===== config.mk =====
export PLATFORM = sky130hd
export DESIGN_NAME = status_out_alloc
export DESIGN_NICKNAME = d
export VERILOG_FILES = /design/src/hdl/status_out_pkg.sv /design/src/hdl/status_out_alloc.sv /design/src/hdl/output_slot.sv
export SDC_FILE = /design/constraint.sdc
export NUM_CORES = 1
export LEC_CHECK = 0
export BUFFER_PORTS_ARGS = -buffer_cell sky130_fd_sc_hd__buf_2
export CORE_MARGIN = 2
export CORE_UTILIZATION = 35
export DETAILED_ROUTE_END_ITERATION = 16
export PLACE_DENSITY = 0.68
export SLEW_MARGIN = 20
export SYNTH_ARGS = -nofsm -noshare
export SYNTH_HDL_FRONTEND = slang
export SYNTH_SLANG_ARGS = --single-unit

===== constraint.sdc =====
create_clock -name CLK_I -period 1.56 [get_ports CLK_I]
set_input_delay 0.312 -clock CLK_I [delete_from_list [all_inputs] [get_ports CLK_I]]
set_output_delay 0.312 -clock CLK_I [all_outputs]
set_load 0.01 [all_outputs]

===== src/hdl/status_out_pkg.sv =====
// constants shared by the status output allocation block
// assumes one control clock; configuration words come in on plain ports
package status_out_pkg;

  // ***********************************************
  // sizes
  // ***********************************************
  localparam int NUM_TERM = 6;
  localparam int NUM_SIG = 11;
  localparam int SEL_W = 3;
  localparam int NIB_W = 4;
  localparam int WORD_W = 16;
  localparam int SPEED_W = 16;
  localparam int CODE_W = 3;

  // ***********************************************
  // status signal slots
  // ***********************************************
  localparam int SIG_POS_DONE = 0;
  localparam int SIG_SPEED_MATCH = 1;
  localparam int SIG_ROTATION = 2;
  localparam int SIG_READY = 3;
  localparam int SIG_TORQUE_LIM = 4;
  localparam int SIG_SPEED_LIM = 5;
  localparam int SIG_BRAKE = 6;
  localparam int SIG_WARNING = 7;
  localparam int SIG_CODE0 = 8;
  localparam int SIG_CODE1 = 9;
  localparam int SIG_CODE2 = 10;
  localparam int NUM_EXT = 6;

  // ***********************************************
  // selection codes
  // ***********************************************
  localparam logic [SEL_W-1:0] SEL_NONE = 3'h0;
  localparam logic [NIB_W-1:0] SEL_MAX = 4'h6;
  localparam logic [SEL_W-1:0] SEL_TERM_PAIR2 = 3'h2;

  // ***********************************************
  // reset values of the captured configuration
  // ***********************************************
  localparam logic [WORD_W-1:0] ALLOC_E_RESET = 16'h3200;
  localparam logic [WORD_W-1:0] ALLOC_F_RESET = 16'h0000;
  localparam logic [11:0] ALLOC_CODE_RESET = 12'h654;
  localparam logic [WORD_W-1:0] INV_A_RESET = 16'h0000;
  localparam logic [WORD_W-1:0] INV_B_RESET = 16'h0000;
  localparam logic WARN_SEL_RESET = 1'b0;
  localparam int WARN_SEL_NIB = 3;

  // ***********************************************
  // speed threshold limits
  // ***********************************************
  localparam logic [SPEED_W-1:0] LEVEL_MIN = 16'h0001;
  localparam logic [SPEED_W-1:0] LEVEL_MAX = 16'h2710;
  localparam logic [SPEED_W-1:0] LEVEL_RESET = 16'h0014;

endpackage


===== src/hdl/status_out_alloc.sv =====
// status output allocation: routes drive status onto six terminals
// assumes status inputs synchronous to CLK_I; a reset is the restart
// Behaviour
// - selection code zero routes the signal to no terminal.
// - codes one to six select terminals one to six.
// - each terminal has its own inversion bit, two words hold them.
// - inversion bits reset to zero and change only at restart.
// - alarm output closed when normal, open on any error.
// - three code bits show active alarm, optionally active warning.
// - code bits default to terminals four, five and six.
// - warning signal active while any warning condition exists.
// - warning signal has no default terminal.
// - warning code select: zero alarm only, one both; at restart.
// - alarm output stays closed while a warning code is shown.
// - rotary motor: rotation active at or above detection level.
// - linear motor compares against zero speed level instead.
// - rotation signal defaults to terminal pair two.
// - alarms stop operation, warnings only flag.
// - several signals on one terminal are ored together.
// - signals not evaluated in current mode count as off.
// - detection level 1 to 10000, default 20, effective at once.
`timescale 1ns/100ps
`default_nettype none
module status_out_alloc #(
  parameter int NSIG = status_out_pkg::NUM_SIG,
  parameter int NTERM = status_out_pkg::NUM_TERM
) (
  // clock and reset
  input wire logic CLK_I,
  input wire logic RST_I,
  // configuration words, captured once after restart
  input wire logic [status_out_pkg::WORD_W-1:0] ALLOCATION_WORD_E_I,
  input wire logic [status_out_pkg::WORD_W-1:0] ALLOCATION_WORD_F_I,
  input wire logic [11:0] ALARM_CODE_ALLOC_I,
  input wire logic [status_out_pkg::WORD_W-1:0] INVERSION_WORD_A_I,
  input wire logic [status_out_pkg::WORD_W-1:0] INVERSION_WORD_B_I,
  input wire logic [status_out_pkg::WORD_W-1:0] WARNING_CODE_SELECT_WORD_I,
  // live thresholds
  input wire logic [status_out_pkg::SPEED_W-1:0] ROTATION_DETECT_LEVEL_I,
  input wire logic [status_out_pkg::SPEED_W-1:0] LINEAR_ZERO_SPEED_LEVEL_I,
  input wire logic MOTOR_LINEAR_I,
  input wire logic [status_out_pkg::SPEED_W-1:0] SPEED_I,
  // drive status
  input wire logic [status_out_pkg::NUM_EXT-1:0] EXT_STATUS_I,
  input wire logic [NSIG-1:0] STATUS_VALID_I,
  input wire logic ALARM_ACTIVE_I,
  input wire logic [status_out_pkg::CODE_W-1:0] ALARM_CODE_I,
  input wire logic WARNING_ACTIVE_I,
  input wire logic [status_out_pkg::CODE_W-1:0] WARNING_CODE_I,
  // contact outputs, 1 = closed
  output logic [NTERM-1:0] TERM_O,
  output logic ALARM_OUT_O
);

  localparam int SW = status_out_pkg::SEL_W;
  localparam int NW = status_out_pkg::NIB_W;
  localparam int SIG_CODE_IDX0 = status_out_pkg::SIG_CODE0;

  logic cfg_loaded_q;
  logic [NSIG-1:0][SW-1:0] sel_q;
  logic [NTERM-1:0] inv_q;
  logic warn_sel_q;
  logic [NSIG-1:0] sig_d;
  logic [status_out_pkg::SPEED_W-1:0] level_d;
  logic [status_out_pkg::SPEED_W-1:0] level_raw;
  logic rotation_d;
  logic [status_out_pkg::CODE_W-1:0] code_d;

  // codes above six are not terminals and are treated as disabled
  function automatic logic [SW-1:0] nib_sel(input logic [NW-1:0] nib);
    if (nib > status_out_pkg::SEL_MAX) begin
      return status_out_pkg::SEL_NONE;
    end
    return nib[SW-1:0];
  endfunction

  // ***********************************************
  // configuration capture at restart
  // ***********************************************
  // one-shot capture: later port changes wait for the next reset
  always_ff @(posedge CLK_I or posedge RST_I) begin
    if (RST_I) begin
      cfg_loaded_q <= 1'b0;
    end else begin
      cfg_loaded_q <= 1'b1;
    end
  end

  always_ff @(posedge CLK_I or posedge RST_I) begin
    if (RST_I) begin
      for (int i = 0; i < 4; i++) begin
        sel_q[i] <= nib_sel(status_out_pkg::ALLOC_E_RESET[i*NW +: NW]);
        sel_q[4+i] <= nib_sel(status_out_pkg::ALLOC_F_RESET[i*NW +: NW]);
      end
      for (int i = 0; i < 3; i++) begin
        sel_q[8+i] <= nib_sel(status_out_pkg::ALLOC_CODE_RESET[i*NW +: NW]);
      end
    end else if (!cfg_loaded_q) begin
      for (int i = 0; i < 4; i++) begin
        sel_q[i] <= nib_sel(ALLOCATION_WORD_E_I[i*NW +: NW]);
        sel_q[4+i] <= nib_sel(ALLOCATION_WORD_F_I[i*NW +: NW]);
      end
      for (int i = 0; i < 3; i++) begin
        sel_q[8+i] <= nib_sel(ALARM_CODE_ALLOC_I[i*NW +: NW]);
      end
    end
  end

  always_ff @(posedge CLK_I or posedge RST_I) begin
    if (RST_I) begin
      inv_q <= '0;
      warn_sel_q <= status_out_pkg::WARN_SEL_RESET;
    end else if (!cfg_loaded_q) begin
      for (int t = 0; t < 4; t++) begin
        inv_q[t] <= INVERSION_WORD_A_I[t*NW];
      end
      for (int t = 0; t < 2; t++) begin
        inv_q[4+t] <= INVERSION_WORD_B_I[t*NW];
      end
      warn_sel_q <= WARNING_CODE_SELECT_WORD_I[status_out_pkg::WARN_SEL_NIB*NW];
    end
  end

  // ***********************************************
  // rotation detection
  // ***********************************************
  assign level_raw = MOTOR_LINEAR_I ? LINEAR_ZERO_SPEED_LEVEL_I
                                    : ROTATION_DETECT_LEVEL_I;

  // out-of-range settings are clamped so a zero level never forces detection on
  always_comb begin
    level_d = level_raw;
    if (level_raw < status_out_pkg::LEVEL_MIN) begin
      level_d = status_out_pkg::LEVEL_MIN;
    end else if (level_raw > status_out_pkg::LEVEL_MAX) begin
      level_d = status_out_pkg::LEVEL_MAX;
    end
  end

  assign rotation_d = (SPEED_I >= level_d);

  // ***********************************************
  // code bits and status vector
  // ***********************************************
  always_comb begin
    code_d = '0;
    if (ALARM_ACTIVE_I) begin
      code_d = ALARM_CODE_I;
    end else if (warn_sel_q && WARNING_ACTIVE_I) begin
      code_d = WARNING_CODE_I;
    end
  end

  always_comb begin
    sig_d = '0;
    sig_d[status_out_pkg::SIG_POS_DONE] = EXT_STATUS_I[0];
    sig_d[status_out_pkg::SIG_SPEED_MATCH] = EXT_STATUS_I[1];
    sig_d[status_out_pkg::SIG_ROTATION] = rotation_d;
    sig_d[status_out_pkg::SIG_READY] = EXT_STATUS_I[2];
    sig_d[status_out_pkg::SIG_TORQUE_LIM] = EXT_STATUS_I[3];
    sig_d[status_out_pkg::SIG_SPEED_LIM] = EXT_STATUS_I[4];
    sig_d[status_out_pkg::SIG_BRAKE] = EXT_STATUS_I[5];
    sig_d[status_out_pkg::SIG_WARNING] = WARNING_ACTIVE_I;
    sig_d[status_out_pkg::SIG_CODE0] = code_d[0];
    sig_d[status_out_pkg::SIG_CODE1] = code_d[1];
    sig_d[status_out_pkg::SIG_CODE2] = code_d[2];
    sig_d = sig_d & STATUS_VALID_I;
  end

  // ***********************************************
  // terminals and alarm contact
  // ***********************************************
  for (genvar t = 0; t < NTERM; t++) begin : g_term
    output_slot #(
      .NSIG(NSIG),
      .SEL_W(SW),
      .TERM_CODE(SW'(t + 1))
    ) u_slot (
      .clk_i(CLK_I),
      .rst_i(RST_I),
      .sig_i(sig_d),
      .sel_i(sel_q),
      .invert_i(inv_q[t]),
      .term_o(TERM_O[t])
    );
  end

  // warnings never open the alarm contact
  always_ff @(posedge CLK_I or posedge RST_I) begin
    if (RST_I) begin
      ALARM_OUT_O <= 1'b0;
    end else begin
      ALARM_OUT_O <= !ALARM_ACTIVE_I;
    end
  end
endmodule
`default_nettype wire


===== src/hdl/output_slot.sv =====
// one output terminal: or of every status signal that selects it, then polarity
// assumes selection codes and polarity are already held stable by the caller
`timescale 1ns/100ps
`default_nettype none
module output_slot #(
  parameter int NSIG = 11,
  parameter int SEL_W = 3,
  parameter logic [SEL_W-1:0] TERM_CODE = 3'h1
) (
  // clock and reset
  input wire logic clk_i,
  input wire logic rst_i,
  // routing
  input wire logic [NSIG-1:0] sig_i,
  input wire logic [NSIG-1:0][SEL_W-1:0] sel_i,
  input wire logic invert_i,
  // terminal
  output logic term_o
);

  logic hit_d;

  always_comb begin
    hit_d = 1'b0;
    for (int i = 0; i < NSIG; i++) begin
      if (sel_i[i] == TERM_CODE && sig_i[i]) begin
        hit_d = 1'b1;
      end
    end
  end

  always_ff @(posedge clk_i or posedge rst_i) begin
    if (rst_i) begin
      term_o <= 1'b0;
    end else begin
      term_o <= hit_d ^ invert_i;
    end
  end

endmodule
`default_nettype wire


==> Flow_metrics.wiki <==
{| class="wikitable"
! Metric !! Value
|-
| Ratio of cells with drive above 1 in the final layout || 0.397
|-
| Cell Pwr Density || 643 mW/mm^2
|-
| Unique cell type count in the Yosys netlist || 49
|-
| Crit path DAT || 3560 ps
|-
| Share of the yosys chip area belonging to registers || 0.344
|-
| Placed Instance Area || 0.00469 mm^2
|-
| Post-synth EDFFs || 0
|-
| Transition time of the tightest slew-check pin || 560 ps
|-
| # setup viols final || 6
|-
| Class of the most critical setup path || input port to register
|-
| Number of max-slew violations in the final report || 0
|-
| Clock slew at the register clock pins of the worst setup and hold paths || 90 ps
|-
| Number of hold-slack violations in the final timing report || 0
|-
| Crit Reg-Reg Startpoint || sel_q[9]
|-
| Critical path launch point type || input port
|-
| Peak fanout along the critical path || 5
|-
| Number of nets at the end of the flow || 778
|-
| Horizontal die dimension || 104 um
|-
| Net load switching power || 0.000988 W
|-
| Placeable core region || 0.00977 mm^2
|-
| Sequential Area || 0.00121 mm^2
|-
| Slew HR || 0.627
|-
| Layout area overhead || 39.7%
|-
| WL per Instance || 14.4 um
|-
| Total wire length after detailed routing || 10500 um
|-
| Maximum number of pins on one net before global-route repair || 49
|-
| Most instantiated flip-flop cell in the synthesis netlist || sky130_fd_sc_hd__dfrtp_1
|-
| Internal power || 0.00217 W
|-
| Synth Warn # || 0
|-
| Number of CTS-inserted buffers || 5
|-
| Post-detailed-route DRC marker count || 0
|-
| Vias per cell || 5.26
|-
| Remaining antenna violation count || 0
|-
| Wire length of the first global-routing pass || 17000 um
|-
| Most common cell after layout, fill and taps aside || sky130_fd_sc_hd__buf_2
|-
| Maximum VDD drop || 0.349 mV
|-
| Final critical delay including setup and external delays || 3370 ps
|-
| Number of DRC markers in iteration 0 || 147
|-
| Leading post-synthesis cells by cell area || sky130_fd_sc_hd__dfrtp_1 (28%), sky130_fd_sc_hd__nand2_1 (8.2%), sky130_fd_sc_hd__dfstp_2 (6.0%), sky130_fd_sc_hd__a32o_1 (5.7%), sky130_fd_sc_hd__ha_1 (5.7%)
|-
| Maximum clock frequency || 0.297 GHz
|-
| Setup repair after global routing missed its margin || yes
|-
| Post-synthesis cell area || 0.00352 mm^2
|-
| Skew final || 14.1 ps
|-
| Synth async-reset ratio || 1.00
|-
| Fraction of power consumed by combinational cells || 0.303
|-
| Pre-CTS worst setup slack || -2300 ps
|-
| Flip-flop and latch count after synthesis || 48
|-
| FP Rows || 36
|-
| Dominant cell type by area after synthesis || sky130_fd_sc_hd__dfrtp_1
|-
| Pre-antenna DRT Iters || 4
|-
| Total I/O pin count || 175
|-
| Reported leakage power || 2.21 nW
|-
| Sw Ratio || 0.312
|-
| Number of cells after detailed placement || 717
|-
| Die span in y || 104 um
|-
| CP required || 1750 ps
|-
| Area enclosed by the die boundary || 0.0109 mm^2
|-
| Antenna violations before repair || 2
|-
| Share of the synthesized area in the top cell type || 0.284
|-
| Cell count after synthesis || 417
|-
| Area used by multi-input combinational logic || 0.00230 mm^2
|-
| Setup slack of the critical path after layout || -1810 ps
|-
| I/O Buffers || 133
|-
| Vias in the first global route || 3786
|-
| Nature of the critical path endpoint || register
|-
| Failing checks || setup timing
|-
| Run status || finished with violations
|-
| Post-route setup TNS || -10360 ps
|-
| Final non-filler cell total || 728
|-
| Vias after detailed routing || 3831
|-
| Total of fill cells in the finished design || 968
|-
| Syn Area/Cell || 8.45 um^2
|-
| Share of total power in sequential cells || 0.466
|-
| CP startpoint || MOTOR_LINEAR_I
|-
| HPWL after detailed placement || 8410 um
|-
| Max_cap viols || 0
|-
| Clock sinks || 48
|-
| Clock root buffer master || sky130_fd_sc_hd__clkbuf_8
|-
| Global router's overall resource usage || 0.188
|-
| Final global-route overflow total || 0
|-
| Most used cells in the layout excluding fill and tap cells || sky130_fd_sc_hd__buf_2 (132), sky130_fd_sc_hd__nand2_1 (76), sky130_fd_sc_hd__buf_4 (47), sky130_fd_sc_hd__dfrtp_1 (39), sky130_fd_sc_hd__nor2_1 (32)
|-
| Finished Cell Area || 0.00492 mm^2
|-
| H-tree depth reported by CTS || 2
|-
| Later-pin clock latency in the skew report || 310 ps
|-
| Post-layout power || 0.00316 W
|-
| Routability-driven placement congestion ratio || 0.923
|-
| Clock network fraction of design power || 0.230
|-
| Final period utilization || 2.16
|-
| Initial Utilization || 0.360
|-
| Class of the most critical hold timing path || input port to async pin
|-
| Clk buf depth || 2
|-
| Clock tree from TritonCTS || done
|}
[registers in the layout, summed over array words and instances, names as in the netlist]
signal and count:
ALARM_OUT_O 1, cfg_loaded_q 1, g_term.u_slot.term_o 6, inv_q 6, sel_q 33, warn_sel_q 1
[power groups by stage]
stage	combinational [W]	sequential [W]	clock (W)
final	0.000960	0.00147	0.000728
after floorplan	0.000508	0.00147	0
after CTS	0.000953	0.00148	0.000748
after global routing	0.00106	0.00149	0.000788
after global placement	0.000890	0.00149	0
after detailed placement	0.000910	0.00150	0
[logic make-up after synthesis]
group	count (synthesis)	share of synthesized area
and+or+nand+nor	205	0.297
AOI/OAI and AO/OA	94	0.192
DFF	48	0.344
buffers and inverters	29	0.0380
muxes	18	0.0561
adders and majority gates	16	0.0568
xor gates and xnor gates	6	0.0149
other	1	0.00106
[metal layers]
| layer | share of wire | vias to the layer above | GRT usage | wire, um |
|---|---|---|---|---|
| li1 | - | 1892 | - | - |
| met1 | 0.45 | 1779 | 0.233 | 4650 |
| met2 | 0.48 | 144 | 0.332 | 4970 |
| met3 | 0.067 | 14 | 0.0357 | 704 |
| met4 | 0.011 | 2 | 0.0512 | 115 |
| met5 | 0.0011 | - | 0 | 11 |
[through the flow]
step / hold slack [ps] / utilization
floorplan: 371 / -
global placement: 365 / 0.480
detailed placement: 370 / 0.480
CTS: 37.6 / 0.499
global route: 38.9 / 0.503
finish: 22.7 / 0.503
[layout make-up]
cell class | instances | share of cell area
flip-flops and latches | 48 | 0.246
inverters | 13 | 0.00992
multi-input cells | 342 | 0.468
diodes | 1 | 0.000509
well taps | 133 | 0.0338
clock buffers | 5 | 0.0140
clock inverters | 2 | 0.00254
repair buffers | 184 | 0.225
[critical path: stages]
cell	delay [ps]
sky130_fd_sc_hd__buf_12	110
sky130_fd_sc_hd__mux2_4	310
sky130_fd_sc_hd__or3_4	380
sky130_fd_sc_hd__a221oi_4	320
sky130_fd_sc_hd__a21oi_2	120
sky130_fd_sc_hd__or2_1	220
sky130_fd_sc_hd__ha_1	290
sky130_fd_sc_hd__nand2_1	50
sky130_fd_sc_hd__or4_1	500
sky130_fd_sc_hd__o32a_1	410
sky130_fd_sc_hd__a2111oi_4	320
sky130_fd_sc_hd__nor3_2	80
sky130_fd_sc_hd__xnor2_1	130
[cells in the mapped netlist (all sizes together), types with 10 or more instances]
| master | instances |
|---|---|
| o21ai | 19 |
| ha | 16 |
| nand2 | 77 |
| inv | 13 |
| nand3 | 13 |
| nand4b | 10 |
| o22ai | 15 |
| nor2 | 33 |
| a32o | 20 |
| nand3b | 18 |
| nor3 | 10 |
| dfrtp | 40 |
| mux2 | 14 |
| nand2b | 14 |
| a21oi | 17 |
[timing repair]
action	4_1_cts	5_1_grt
setup buffers	3	1
pin swaps	9	6
hold buffers	0	0
setup endpoints to repair	6	6
resized for setup	24	4
[worst paths after layout]
path	endpoint	slack, ps	cells past startpoint
max	g_term[5].u_slot.term_o	-1810	13
min	sel_q[16]	20	3
max reg2reg	g_term[1].u_slot.term_o	-60	6
min reg2reg	g_term[4].u_slot.term_o	460	1
max in group asynchronous	sel_q[27]	1240	3
min in group CLK_I	sel_q[26]	180	2
Note: power is estimated with default switching activity, not from simulation.
